## config.mk

```make
export PLATFORM = sky130hd
export DESIGN_NAME = ssm_monitor
export DESIGN_NICKNAME = d
export VERILOG_FILES = /design/src/logic/ssm_pkg.sv /design/src/logic/ssm_monitor.sv
export SDC_FILE = /design/constraint.sdc
export NUM_CORES = 2
export LEC_CHECK = 0
export ABC_AREA = 1
export BUFFER_PORTS_ARGS = -buffer_cell sky130_fd_sc_hd__buf_2
export CORE_ASPECT_RATIO = 0.5
export CORE_MARGIN = 4
export CORE_UTILIZATION = 60
export DETAILED_ROUTE_END_ITERATION = 16
export GPL_TIMING_DRIVEN = 0
export PLACE_DENSITY = 0.77
export SETUP_SLACK_MARGIN = 0.3
export SLEW_MARGIN = 20
export SYNTH_ARGS = -nofsm -noshare
export SYNTH_HDL_FRONTEND = slang
export SYNTH_SLANG_ARGS = --single-unit
```

## constraint.sdc

```tcl
create_clock -name clk_i -period 13.2 [get_ports clk_i]
set_input_delay 0.66 -clock clk_i [delete_from_list [all_inputs] [get_ports clk_i]]
set_output_delay 0.66 -clock clk_i [all_outputs]
set_load 0.02 [all_outputs]
```

## src/logic/ssm_pkg.sv

```systemverilog
// servo supervision monitor: shared constants, carrier structs
// assumes one 100 MHz clock and a word-indexed register port
`default_nettype none
package ssm_pkg;
    localparam int SSM_CLK_MHZ   = 100;
    localparam int SSM_MS_US     = 1000;
    localparam int SSM_MS_CYC    = SSM_CLK_MHZ * SSM_MS_US;
    localparam int SSM_SERVO_US  = 50;
    localparam int SSM_SERVO_CYC = SSM_CLK_MHZ * SSM_SERVO_US;
    localparam int SSM_BLINK_BIT = 7;
    localparam int GAIN_SHIFT    = 8;
    // register word indices
    localparam logic [4:0] REG_CTRL     = 5'h00;
    localparam logic [4:0] REG_ZERO_SPD = 5'h01;
    localparam logic [4:0] REG_AT_CTR   = 5'h02;
    localparam logic [4:0] REG_AT_WID   = 5'h03;
    localparam logic [4:0] REG_PE_LIM   = 5'h04;
    localparam logic [4:0] REG_PE_TIME  = 5'h05;
    localparam logic [4:0] REG_PE2_LIM  = 5'h06;
    localparam logic [4:0] REG_PE2_TIME = 5'h07;
    localparam logic [4:0] REG_VEL_KP   = 5'h08;
    localparam logic [4:0] REG_VEL_KI   = 5'h09;
    localparam logic [4:0] REG_POS_KP   = 5'h0A;
    localparam logic [4:0] REG_POS_KI   = 5'h0B;
    localparam logic [4:0] REG_POS_KD   = 5'h0C;
    localparam logic [4:0] REG_POS_ILIM = 5'h0D;
    localparam logic [4:0] REG_POS2_KI  = 5'h0E;
    localparam logic [4:0] REG_CMD      = 5'h0F;
    localparam logic [4:0] REG_HIST0    = 5'h10;
    localparam logic [4:0] REG_COMP     = 5'h18;
    localparam logic [15:0] CFG_RST     = 16'h0000;
    // field positions
    localparam int CTRL_MODE_LSB = 0;
    localparam int CTRL_DUAL     = 2;
    localparam int CTRL_EN       = 4;
    localparam int CTRL_WIN_LSB  = 8;
    localparam int CMD_HCLR      = 0;
    localparam int STAT_FAULT    = 0;
    localparam int STAT_EN       = 1;
    localparam int STAT_ZS       = 2;
    localparam int STAT_AS       = 3;
    localparam int STAT_CODE_LSB = 8;
    localparam logic [1:0] MODE_TORQUE = 2'h0;
    localparam logic [1:0] MODE_VEL    = 2'h1;
    localparam logic [1:0] MODE_POS    = 2'h2;
    localparam logic [7:0] FC_POS_ERR  = 8'h07;
    localparam logic [7:0] TEMP_LOW_C  = 8'h28;
    localparam logic signed [31:0] POS_ILIM_UNIT = 32'sh0000_0147;
    localparam logic signed [31:0] VINT_MAX      = 32'sh3FFF_FFFF;
    // menu entries
    localparam logic [2:0] DRIVE_STATUS_ENTRY    = 3'h0;
    localparam logic [2:0] BAUD_ENTRY            = 3'h1;
    localparam logic [2:0] FAULT_HISTORY_ENTRY   = 3'h2;
    localparam logic [2:0] HEATSINK_TEMP_ENTRY   = 3'h3;
    localparam logic [2:0] ENCODER_COUNT_ENTRY   = 3'h4;
    localparam logic [2:0] HALL_ENTRY            = 3'h5;
    localparam logic [2:0] DC_LINK_VOLTAGE_ENTRY = 3'h6;
    localparam logic [2:0] PHASE_CURRENT_ENTRY   = 3'h7;
    // display kinds
    localparam logic [3:0] DK_NAME  = 4'h0;
    localparam logic [3:0] DK_RUN   = 4'h1;
    localparam logic [3:0] DK_DIS   = 4'h2;
    localparam logic [3:0] FAULT_CODE_DISPLAY  = 4'h3;
    localparam logic [3:0] DK_BAUD  = 4'h4;
    localparam logic [3:0] DK_HIST  = 4'h5;
    localparam logic [3:0] DK_TEMP  = 4'h6;
    localparam logic [3:0] LOW_TEMP_INDICATION = 4'h7;
    localparam logic [3:0] DK_ENC   = 4'h8;
    localparam logic [3:0] DK_HALL  = 4'h9;
    localparam logic [3:0] DK_DCV   = 4'hA;
    localparam logic [3:0] DK_CUR   = 4'hB;
    localparam logic [3:0] DK_CUR_DIS = 4'hC;
    localparam logic [1:0] BAUD_38K4 = 2'h0;
    localparam logic [1:0] BAUD_9K6  = 2'h2;
    typedef enum logic [2:0] {
        MS_SCROLL = 3'b001,
        MS_VIEW   = 3'b010,
        MS_EDIT   = 3'b100
    } ssm_menu_type;
    typedef struct packed {
        logic [4:0]  addr;
        logic [15:0] wdata;
        logic        we;
        logic        re;
    } ssm_bus_type;
    typedef struct packed {
        logic signed [15:0] speed;
        logic signed [15:0] vel_cmd;
        logic signed [15:0] pos_cmd;
        logic signed [15:0] pos_act;
        logic signed [15:0] pos2_err;
    } ssm_fb_type;
    typedef struct packed {
        logic up;
        logic dn;
        logic ent;
    } ssm_panel_type;
    typedef struct packed {
        logic [7:0]  temp;
        logic [15:0] dcv;
        logic [15:0] irms;
        logic [2:0]  hall;
    } ssm_plant_type;
    typedef struct packed {
        logic [3:0]  kind;
        logic [2:0]  idx;
        logic [15:0] val;
    } ssm_disp_type;
endpackage
`default_nettype wire

```

## src/logic/ssm_monitor.sv

```systemverilog
// servo supervision monitor: window comparators, error timers,
// compensator terms, fault history and three-button menu
// assumes inputs synchronous to clk_i, buttons as one-cycle presses
//
// Our own choices: the address map and the strobed register port.
`default_nettype none
module ssm_monitor #(
    parameter int unsigned MS_CYC    = ssm_pkg::SSM_MS_CYC,
    parameter int unsigned SERVO_CYC = ssm_pkg::SSM_SERVO_CYC
) (
    input  wire logic                   clk_i,
    input  wire logic                   reset_n_i,
    input  wire ssm_pkg::ssm_bus_type   bus_i,
    input  wire ssm_pkg::ssm_fb_type    fb_i,
    input  wire ssm_pkg::ssm_panel_type panel_i,
    input  wire ssm_pkg::ssm_plant_type plant_i,
    input  wire logic                   fault_i,
    input  wire logic [7:0]             fault_code_i,
    output logic [15:0]                 rdata_o,
    output logic                        zero_speed_o,
    output logic                        speed_window_hit_o,
    output logic                        fault_o,
    output logic                        drive_en_o,
    output logic signed [15:0]          comp_o,
    output logic [1:0]                  baud_o,
    output logic                        data_led_o,
    output ssm_pkg::ssm_disp_type       disp_o
);
    import ssm_pkg::*;

    typedef struct packed {
        logic [14:0][15:0]  cfg;
        logic [15:0]        rdata;
        logic [12:0]        scnt;
        logic [16:0]        mcnt;
        logic [15:0]        pe_t;
        logic [15:0]        pe2_t;
        logic               flt;
        logic               en;
        logic               zs;
        logic               asw;
        logic [7:0]         fcode;
        logic [7:0][7:0]    hist;
        logic signed [31:0] vint;
        logic signed [31:0] pint;
        logic signed [15:0] perr_p;
        logic signed [15:0] comp;
        ssm_menu_type       menu;
        logic [2:0]         ent;
        logic [2:0]         hidx;
        logic [1:0]         baud;
        logic [1:0]         ebaud;
        logic [7:0]         blink;
        logic               led;
        ssm_disp_type       disp;
    } ssm_state_type;

    ssm_state_type q;
    ssm_state_type d;

    function automatic logic [15:0] absv(input logic signed [15:0] x);
        return x[15] ? 16'(-x) : 16'(x);
    endfunction

    function automatic logic signed [31:0] mulg(input logic signed [15:0] a,
                                                input logic [7:0] g);
        return 32'(a) * 32'($signed({1'b0, g}));
    endfunction

    function automatic logic signed [15:0] sat16(input logic signed [31:0] x);
        if (x > 32'sh0000_7FFF) begin
            return 16'sh7FFF;
        end else if (x < -32'sh0000_8000) begin
            return 16'sh8000;
        end
        return 16'(x);
    endfunction

    function automatic logic signed [31:0] clampv(input logic signed [32:0] x,
                                                  input logic signed [31:0] lim);
        if (x > 33'(lim)) begin
            return lim;
        end else if (x < -33'(lim)) begin
            return -lim;
        end
        return 32'(x);
    endfunction

    logic [1:0]         mode;
    logic [3:0]         win;
    logic               dual;
    logic               ctl_en;
    logic               tick_s;
    logic               tick_m;
    logic [15:0]        spd_a;
    logic [16:0]        half;
    logic signed [15:0] verr;
    logic signed [15:0] perr;
    logic signed [31:0] vg;
    logic signed [31:0] pterm;
    logic signed [31:0] ilim;
    logic               over1;
    logic               over2;
    logic               pe_ev;
    logic               ev;
    logic [7:0]         evcode;
    logic               hclr;
    logic [15:0]        st;

    always_comb begin
        d      = q;
        mode   = q.cfg[REG_CTRL][CTRL_MODE_LSB +: 2];
        win    = q.cfg[REG_CTRL][CTRL_WIN_LSB +: 4];
        dual   = q.cfg[REG_CTRL][CTRL_DUAL];
        ctl_en = q.cfg[REG_CTRL][CTRL_EN];
        tick_s = q.scnt == 13'(SERVO_CYC - 1);
        tick_m = q.mcnt == 17'(MS_CYC - 1);
        spd_a  = absv(fb_i.speed);
        half   = 17'(q.cfg[REG_AT_WID][15:1]);
        verr   = sat16(32'(fb_i.vel_cmd) - 32'(fb_i.speed));
        perr   = 16'(fb_i.pos_cmd - fb_i.pos_act);
        vg     = '0;
        pterm  = '0;
        ilim   = $signed(32'(q.cfg[REG_POS_ILIM][7:0])) * POS_ILIM_UNIT;
        ilim   = ilim <<< GAIN_SHIFT;
        hclr   = bus_i.we && bus_i.addr == REG_CMD && bus_i.wdata[CMD_HCLR];
        st     = '0;

        // slow rates as one-cycle enables
        d.scnt  = tick_s ? '0 : q.scnt + 13'h0001;
        d.mcnt  = tick_m ? '0 : q.mcnt + 17'h00001;
        d.blink = tick_m ? q.blink + 8'h01 : q.blink;

        // register port
        if (bus_i.we && bus_i.addr < REG_CMD) begin
            d.cfg[bus_i.addr[3:0]] = bus_i.wdata;
        end
        st[STAT_FAULT] = q.flt;
        st[STAT_EN]    = q.en;
        st[STAT_ZS]    = q.zs;
        st[STAT_AS]    = q.asw;
        st[STAT_CODE_LSB +: 8] = q.fcode;
        d.rdata = '0;
        if (bus_i.re) begin
            if (bus_i.addr < REG_CMD) begin
                d.rdata = q.cfg[bus_i.addr[3:0]];
            end else if (bus_i.addr == REG_CMD) begin
                d.rdata = st;
            end else if (bus_i.addr < REG_COMP) begin
                d.rdata = {8'h00, q.hist[bus_i.addr[2:0]]};
            end else if (bus_i.addr == REG_COMP) begin
                d.rdata = q.comp;
            end
        end

        // speed comparators
        d.zs  = mode == MODE_VEL && spd_a <= q.cfg[REG_ZERO_SPD];
        d.asw = mode == MODE_VEL
                && 17'(spd_a) + half >= 17'(q.cfg[REG_AT_CTR])
                && 17'(spd_a) <= 17'(q.cfg[REG_AT_CTR]) + half;

        // error timers run in ms ticks; coarse by up to one tick
        over1 = q.en && absv(perr) > q.cfg[REG_PE_LIM];
        over2 = q.en && dual && absv(fb_i.pos2_err) > q.cfg[REG_PE2_LIM];
        if (!over1) begin
            d.pe_t = '0;
        end else if (tick_m && q.pe_t != 16'hFFFF) begin
            d.pe_t = q.pe_t + 16'h0001;
        end
        if (!over2) begin
            d.pe2_t = '0;
        end else if (tick_m && q.pe2_t != 16'hFFFF) begin
            d.pe2_t = q.pe2_t + 16'h0001;
        end
        pe_ev = !q.flt && ((over1 && q.pe_t > q.cfg[REG_PE_TIME])
                || (over2 && q.pe2_t > q.cfg[REG_PE2_TIME]));

        // fault event: external code wins a tie
        ev     = fault_i || pe_ev;
        evcode = fault_i ? fault_code_i : FC_POS_ERR;
        if (hclr) begin
            d.hist = '0;
        end
        if (ev) begin
            d.hist  = {d.hist[6:0], evcode};
            d.flt   = 1'b1;
            d.fcode = evcode;
        end else if (!ctl_en) begin
            d.flt = 1'b0;
        end
        d.en = d.cfg[REG_CTRL][CTRL_EN] && !d.flt;

        // compensator, once per servo cycle
        if (tick_s) begin
            if (q.en) begin
                d.vint = clampv(33'(q.vint) + 33'(mulg(verr, q.cfg[REG_VEL_KI][7:0])),
                                VINT_MAX);
            end else begin
                d.vint = '0;
            end
            vg = (mulg(verr, q.cfg[REG_VEL_KP][7:0]) + q.vint) >>> GAIN_SHIFT;
            vg = 32'(sat16(vg)) <<< win;
            if (q.en && mode == MODE_POS) begin
                d.pint = clampv(33'(q.pint) + 33'(mulg(perr,
                         dual ? q.cfg[REG_POS2_KI][7:0]
                              : q.cfg[REG_POS_KI][7:0])), ilim);
                pterm = mulg(sat16(32'(perr) - 32'(q.perr_p)),
                             q.cfg[REG_POS_KD][7:0]);
                pterm = (pterm + mulg(perr, q.cfg[REG_POS_KP][7:0])
                         + q.pint) >>> GAIN_SHIFT;
                d.perr_p = perr;
            end else begin
                d.pint   = '0;
                d.perr_p = '0;
            end
            d.comp = sat16(vg + pterm);
        end

        // front-panel menu; enter outranks up/down
        case (q.menu)
            MS_SCROLL: begin
                if (panel_i.ent) begin
                    d.hidx  = '0;
                    d.ebaud = q.baud;
                    d.menu  = q.ent == BAUD_ENTRY ? MS_EDIT : MS_VIEW;
                end else if (panel_i.up) begin
                    d.ent = q.ent + 3'h1;
                end else if (panel_i.dn) begin
                    d.ent = q.ent - 3'h1;
                end
            end
            MS_VIEW: begin
                if (panel_i.ent) begin
                    d.menu = MS_SCROLL;
                end else if (q.ent == FAULT_HISTORY_ENTRY && panel_i.up) begin
                    d.hidx = q.hidx + 3'h1;
                end else if (q.ent == FAULT_HISTORY_ENTRY && panel_i.dn) begin
                    d.hidx = q.hidx - 3'h1;
                end
            end
            MS_EDIT: begin
                if (panel_i.ent) begin
                    d.baud = q.ebaud;
                    d.menu = MS_SCROLL;
                end else if (panel_i.up && q.ebaud != BAUD_9K6) begin
                    d.ebaud = q.ebaud + 2'h1;
                end else if (panel_i.dn && q.ebaud != BAUD_38K4) begin
                    d.ebaud = q.ebaud - 2'h1;
                end
            end
            default: begin
                d.menu = MS_SCROLL;
            end
        endcase
        d.led = d.menu == MS_EDIT && q.blink[SSM_BLINK_BIT];

        // display content follows the next state
        d.disp = '{kind: DK_NAME, idx: 3'h0, val: {13'h0000, d.ent}};
        if (d.menu != MS_SCROLL) begin
            case (d.ent)
                DRIVE_STATUS_ENTRY: begin
                    d.disp.kind = d.flt ? FAULT_CODE_DISPLAY : d.en ? DK_RUN : DK_DIS;
                    d.disp.val  = d.flt ? {8'h00, d.fcode} : 16'h0000;
                end
                BAUD_ENTRY: begin
                    d.disp.kind = DK_BAUD;
                    d.disp.val  = {14'h0000, d.menu == MS_EDIT ? d.ebaud : d.baud};
                end
                FAULT_HISTORY_ENTRY: begin
                    d.disp.kind = DK_HIST;
                    d.disp.idx  = d.hidx;
                    d.disp.val  = {8'h00, d.hist[d.hidx]};
                end
                HEATSINK_TEMP_ENTRY: begin
                    d.disp.kind = plant_i.temp > TEMP_LOW_C ? DK_TEMP : LOW_TEMP_INDICATION;
                    d.disp.val  = plant_i.temp > TEMP_LOW_C ? {8'h00, plant_i.temp} : 16'h0000;
                end
                ENCODER_COUNT_ENTRY: begin
                    d.disp.kind = DK_ENC;
                    d.disp.val  = fb_i.pos_act;
                end
                HALL_ENTRY: begin
                    d.disp.kind = DK_HALL;
                    d.disp.val  = {4'h0, 3'h0, plant_i.hall[2], 3'h0, plant_i.hall[1],
                                   3'h0, plant_i.hall[0]};
                end
                DC_LINK_VOLTAGE_ENTRY: begin
                    d.disp.kind = DK_DCV;
                    d.disp.val  = plant_i.dcv;
                end
                default: begin
                    d.disp.kind = d.en ? DK_CUR : DK_CUR_DIS;
                    d.disp.val  = d.en ? plant_i.irms : 16'h0000;
                end
            endcase
        end
    end

    always_ff @(posedge clk_i) begin
        if (!reset_n_i) begin
            q      <= '0;
            q.cfg  <= {15{CFG_RST}};
            q.menu <= MS_SCROLL;
        end else begin
            q <= d;
        end
    end

    assign rdata_o            = q.rdata;
    assign zero_speed_o       = q.zs;
    assign speed_window_hit_o = q.asw;
    assign fault_o            = q.flt;
    assign drive_en_o         = q.en;
    assign comp_o             = q.comp;
    assign baud_o             = q.baud;
    assign data_led_o         = q.led;
    assign disp_o             = q.disp;
endmodule
`default_nettype wire

```

## After elaboration in Yosys (flattened, before gate mapping)

Index checks and enable logic that the tools add are counted.

| storage, ports and cells | value |
|---|---|
| register bits | 535 |
| latch bits | 0 |
| bits in writable memories | 0 |
| memory bits (read-only) | 0 |
| bits of input ports | 160 |
| output and inout bits | 62 |
| logic and storage cells | 267 |
| memories | 0 |

| operators by class | value |
|---|---|
| $add $sub $neg | 27 |
| $mul | 6 |
| div/mod/pow operators | 0 |
| magnitude comparators | 26 |
| eq/ne operators | 22 |
| shift-type cells | 1 |
| multiplexer cells | 99 |
| bitwise operators | 1 |
| reduce and logical (&&, ||, !) cells | 36 |

Operators with widths:

| operator | number |
|---|---|
| 16-bit 2-to-1 mux | 25 |
| 32-bit 2-to-1 mux | 9 |
| 240-bit bitwise mux | 1 |
| 16-bit by 9-bit multiplier with 25-bit output | 5 |
| 16-bit case mux with 7 select lines | 1 |
| 72-bit 2-to-1 mux | 1 |
| 32-bit by 25-bit adder with 33-bit output | 2 |
| 16-bit binary-select mux with 4-bit select | 1 |
| 16-bit demux with 4-bit select | 1 |
| 16-bit > comparator | 4 |
| 64-bit 2-to-1 mux | 1 |
| 8-bit binary-select mux with 3-bit select | 2 |
| 48-bit 2-to-1 mux | 1 |
| 8-bit 2-to-1 mux | 6 |
| 16-bit negator | 3 |
| 3-bit 2-to-1 mux | 13 |
| 16-bit by 15-bit adder with 17-bit output | 2 |
| 17-bit by 16-bit > comparator with 1-bit output, second input constant | 2 |
| 17-bit by 16-bit < comparator with 1-bit output, second input constant | 2 |
| 16-bit by 16-bit subtractor with 17-bit output | 2 |
| 33-bit by 26-bit > comparator with 1-bit output | 1 |
| 33-bit by 31-bit > comparator with 1-bit output, second input constant | 1 |
| 33-bit by 31-bit < comparator with 1-bit output, second input constant | 1 |
| 33-bit < comparator | 1 |
| other kinds (57) | 130 |

## Logic depth before layout (Yosys ltp)

| depth | value |
|---|---|
| depth after elaboration | 21 |
| depth in mapped cells | 87 |

## Worst setup path after synthesis

No wires, ideal clock.

| timing | value |
|---|---|
| path kind | input -> register |
| start point | input port fb_i[32] (netlist name) |
| end point | register q (netlist bit comp_o[10]) |
| setup time | 117 ps |
| arrival time | 12133 ps |
| required time | 13083 ps |
| slack | 950 ps |
| stages on the path | 76 |
| path through | inv_1 ha_1 inv_1 fa_1 nand3_1 nand2_1 a21oi_1 o21ai_0 nand2_1 nand2_1 a21oi_1 or2_2 nand2_1 a21oi_1 inv_1 a21oi_1 o21bai_1 or2_2 [... 40 more ...] o21a_1 nand2_1 a21boi_1 o21ai_0 a21boi_2 o21ai_2 a21boi_0 o21ai_1 xor2_1 inv_1 nand3_1 nor3_1 nand4_1 nand2_1 nand2_1 buf_2 nor2_1 nor2_1 |

| between the ends | value |
|---|---|
| word-level cells in the longest chain between the ends | 21 |

RTL lines:

| element | RTL line | source |
|---|---|---|
| start: declaration | ssm_monitor.sv:14 | `input wire ssm_pkg::ssm_fb_type fb_i,` |
| 16-bit subtractor * | ssm_monitor.sv:121 | `perr = 16'(fb_i.pos_cmd - fb_i.pos_act);` |
| 16-bit by 16-bit subtractor with 17-bit output | ssm_monitor.sv:207 | `pterm = mulg(sat16(32'(perr) - 32'(q.perr_p)),` |
| 17-bit by 16-bit < comparator with 1-bit output | ssm_monitor.sv:73 | `end else if (x < -32'sh0000_8000) begin` |
| 1-bit 2-to-1 mux | ssm_monitor.sv:73 |  |
| 1-bit 2-to-1 mux | ssm_monitor.sv:71 | `if (x > 32'sh0000_7FFF) begin` |
| 1-bit 2-to-1 mux | ssm_monitor.sv:203 | `if (q.en && mode == MODE_POS) begin` |
| 1-bit 2-to-1 mux | ssm_monitor.sv:194 | `if (tick_s) begin` |
| 16-bit 2-to-1 mux | ssm_monitor.sv:76 | `return 16'(x);` |
| [... 5 more ...] | -- |  |
| 32-bit 2-to-1 mux * | ssm_monitor.sv:203 |  |
| 32-bit 2-to-1 mux * | ssm_monitor.sv:194 |  |
| 32-bit adder * | ssm_monitor.sv:216 | `d.comp = sat16(vg + pterm);` |
| 32-bit by 16-bit < comparator with 1-bit output | ssm_monitor.sv:73 |  |
| 1-bit 2-to-1 mux | ssm_monitor.sv:73 |  |
| 1-bit 2-to-1 mux | ssm_monitor.sv:71 |  |
| 1-bit 2-to-1 mux | ssm_monitor.sv:194 |  |
| 16-bit 2-to-1 mux * | ssm_monitor.sv:76 |  |
| end: declaration | ssm_monitor.sv:58 | `ssm_state_type q;` |

Mark *: on every way between the ends. The rest lies on a longest branch, timed or not. The select of a mux whose other input is x is not followed.
A chain may end at the register's enable or synchronous reset.

## Worst setup path in the final report

| timing | value |
|---|---|
| start point | input port fb_i[16] (netlist name) |
| end point | register q (netlist bit comp_o[12]) |

Same word-level chain as after synthesis.

==> out/qor.yml <==
layout_min_cycle_time_ns: 12.72
vias_per_cell: 5.92
synthDistinctLibCells: 69
placed_area_um2: 67300
setup-violations-final: 0
synth_ff_type: "dfxtp_1"
syn_avg_cell_area_um2: 7.35
crit_fanout: 6
syn-cell-area_um2: 64400
die_y_um: 240
gp_congestion: 1.04
first_global_vias: 59000
ant_nets: 0
drc: 0
synthCells: 8760
cap_violations: 0
std_cell_rows: 84
cp_slowest_cell: "fa_1"
cp.required_ns: 13.76
cp_common_cell: "nand2_2"
finalHoldViolations: 0
antenna_found_initial: 15
drive_gt1_share_pct: 8.23
seq_area_frac_synth_pct: 16.6
yosysMostFrequentCell: "inv_1"
routedWlPerCell_um: 22.4
yosys.area.top_type_share_pct: 22.1
seq_area_um2: 10700
whs_path_depth: 3
synth.top_cells.by_count: "inv_1, nand2_1, nor2_1"
power_leakage_nw: 34.5
clkLatencyLatePin_ns: 0.68
hp-class: "in -> reg"
start_kind: "input pin"
grt_pass1_wl_um: 354000
power_mw: 5.61
cts_root_buf: "clkbuf_16"
r2r_cells: 66
fin_cells: 10600
synth_edf_count: 0
portBuffers: 217
hold-worst-slack_ns: 0.233
worst_slack_ns: 0.477
critPathLaunch: "fb_i[16]"
cts_tree: "done"
status: "finished clean"
num-nets-final: 10600
ys_seq_elements: 535
r2r_start: "q[61]"
wirelength_um: 237000
rsz0062_at_grt: "false"
place_ws_ns: -2.30
syn_to_final_growth_pct: 10.2
slew_viol_final: 0
multi_input_area_um2: 46900
fillCellCount: 9362
min_period_over_period_pct: 96.4
slew-limit-headroom_pct: 13.5
io_pins: 222
peakVddDrop_mv: 0.106
h-tree-depth: 2
grt_usage_pct: 41.2
clockBufferDepth: 3
synth_fp_nets: 10200
yosysTopAreaCell: "fa_1"
synth_area_leaders: "fa_1, dfxtp_1, ha_1"
worst_setup_hold_path_clk_slew_ns: 0.07
fmax_ghz: 0.0786
die-area_um2: 113000
first_pass_iters: 7
worst_path_largest_cell_delay_ns: 0.55
first_iter_violations: 7700
clock-sinks: 535
die_w_um: 471
postLayoutCoreUtil_pct: 67.1
num_vias: 62700
cp-end-kind: "register"
grt-ovfl-total: 0
tns_ns: 0
cts_buffers: 52
dp_cells: 10400
grt_max_degree: 16
crit_type: "in -> reg"
synthArstFlopShare_pct: 0
hpwl_um: 196000
power_per_cell_area_nw_per_um2: 79.1
crit_arrival_ns: 13.28
worst_slew_pin_slew_ns: 1.30
fin_area_um2: 70900
ys_warn_count: 0
min-delay-start: "plant_i[17]"
skew_ns: 0.0642
core_area_um2: 106000
start_util_pct: 60.9
## report_power, final
group	total (mW)	leakage (nW)	switching [mW]	internal, mW
clock	1.65	0.887	0.771	0.883
combinational	2.28	29.3	1.54	0.733
sequential	1.68	4.32	0.0246	1.65
## routing by layer
layer  part of all wire [%]  GRT usage, %  vias to the layer above
li1                       -             -                    28700
met1                     41          57.9                    30000
met2                     40          59.1                     3480
met3                     15          15.0                      569
met4                    3.5          12.2                       16
met5                   0.10             0                        -
## worst max-delay path, delay by kind of cell
family / cells / cell delay (ns)
buffers and inverters: 14 / 1.42
adder cells (fa/ha/maj): 11 / 4.33
AND/OR/NAND/NOR: 30 / 3.41
AO/OA/AOI/OAI: 20 / 3.28
XOR/XNOR: 1 / 0.14
## cell families (layout without fill, tap and decap cells)
kind of cell / Yosys count / count (layout) / share of synthesized area, %
flops: 535 / 535 / 16.6
compound gates: 1685 / 1685 / 14.8
fa+ha+maj: 1329 / 1329 / 34.1
xor+xnor: 247 / 247 / 3.37
buf+inv: 1989 / 2388 / 12.1
other cells: 0 / 10 / 0
simple gates: 2975 / 2975 / 19.0
## state kept, by name, indices dropped and copies added, names as in the netlist
name and cells:
zero_speed_o 1, fault_o 1, data_led_o 1, drive_en_o 1
ctl_en 1, mode 2, baud_o 2, comp_o 16
disp_o 23, dual 1, speed_window_hit_o 1, q 454
rdata_o 16, half 15
## cell type report
| class | instances | area share (%) |
|---|---|---|
| Multi-Input combinational cell | 6236 | 66.1 |
| Sequential cell | 535 | 15.1 |
| Inverter | 1639 | 8.77 |
| Timing Repair Buffer | 301 | 2.55 |
| Tap cell | 1419 | 2.50 |
| Buffer | 350 | 2.33 |
| Clock buffer | 70 | 2.10 |
| Clock inverter | 28 | 0.459 |
| Antenna cell | 10 | 0.0353 |
## cells in the final DEF (no fill, tap or decap), drive strengths merged, types with 359 or more instances in the layout
cell type,n
inv,1602
nor2,909
nand2,1453
a21oi,687
o21ai,597
ha,619
dfxtp,535
fa,710
buf,400
nand3,359
## worst paths after layout
path,endpoint,slack (ns)
min,disp_o[14],0.23
max,comp_o[12],0.48
min reg2reg,q[266],0.45
max reg2reg,comp_o[12],1.13
## repair_timing
action	CTS	global route
endpoints found under the setup margin	16	16
buffers inserted	15	60
hold buffers	0	0
gates resized for setup	87	207
pin swaps	19	105
endpoints found under the hold margin	0	0
cloned	0	3
Power figures use the tool's default switching activity.
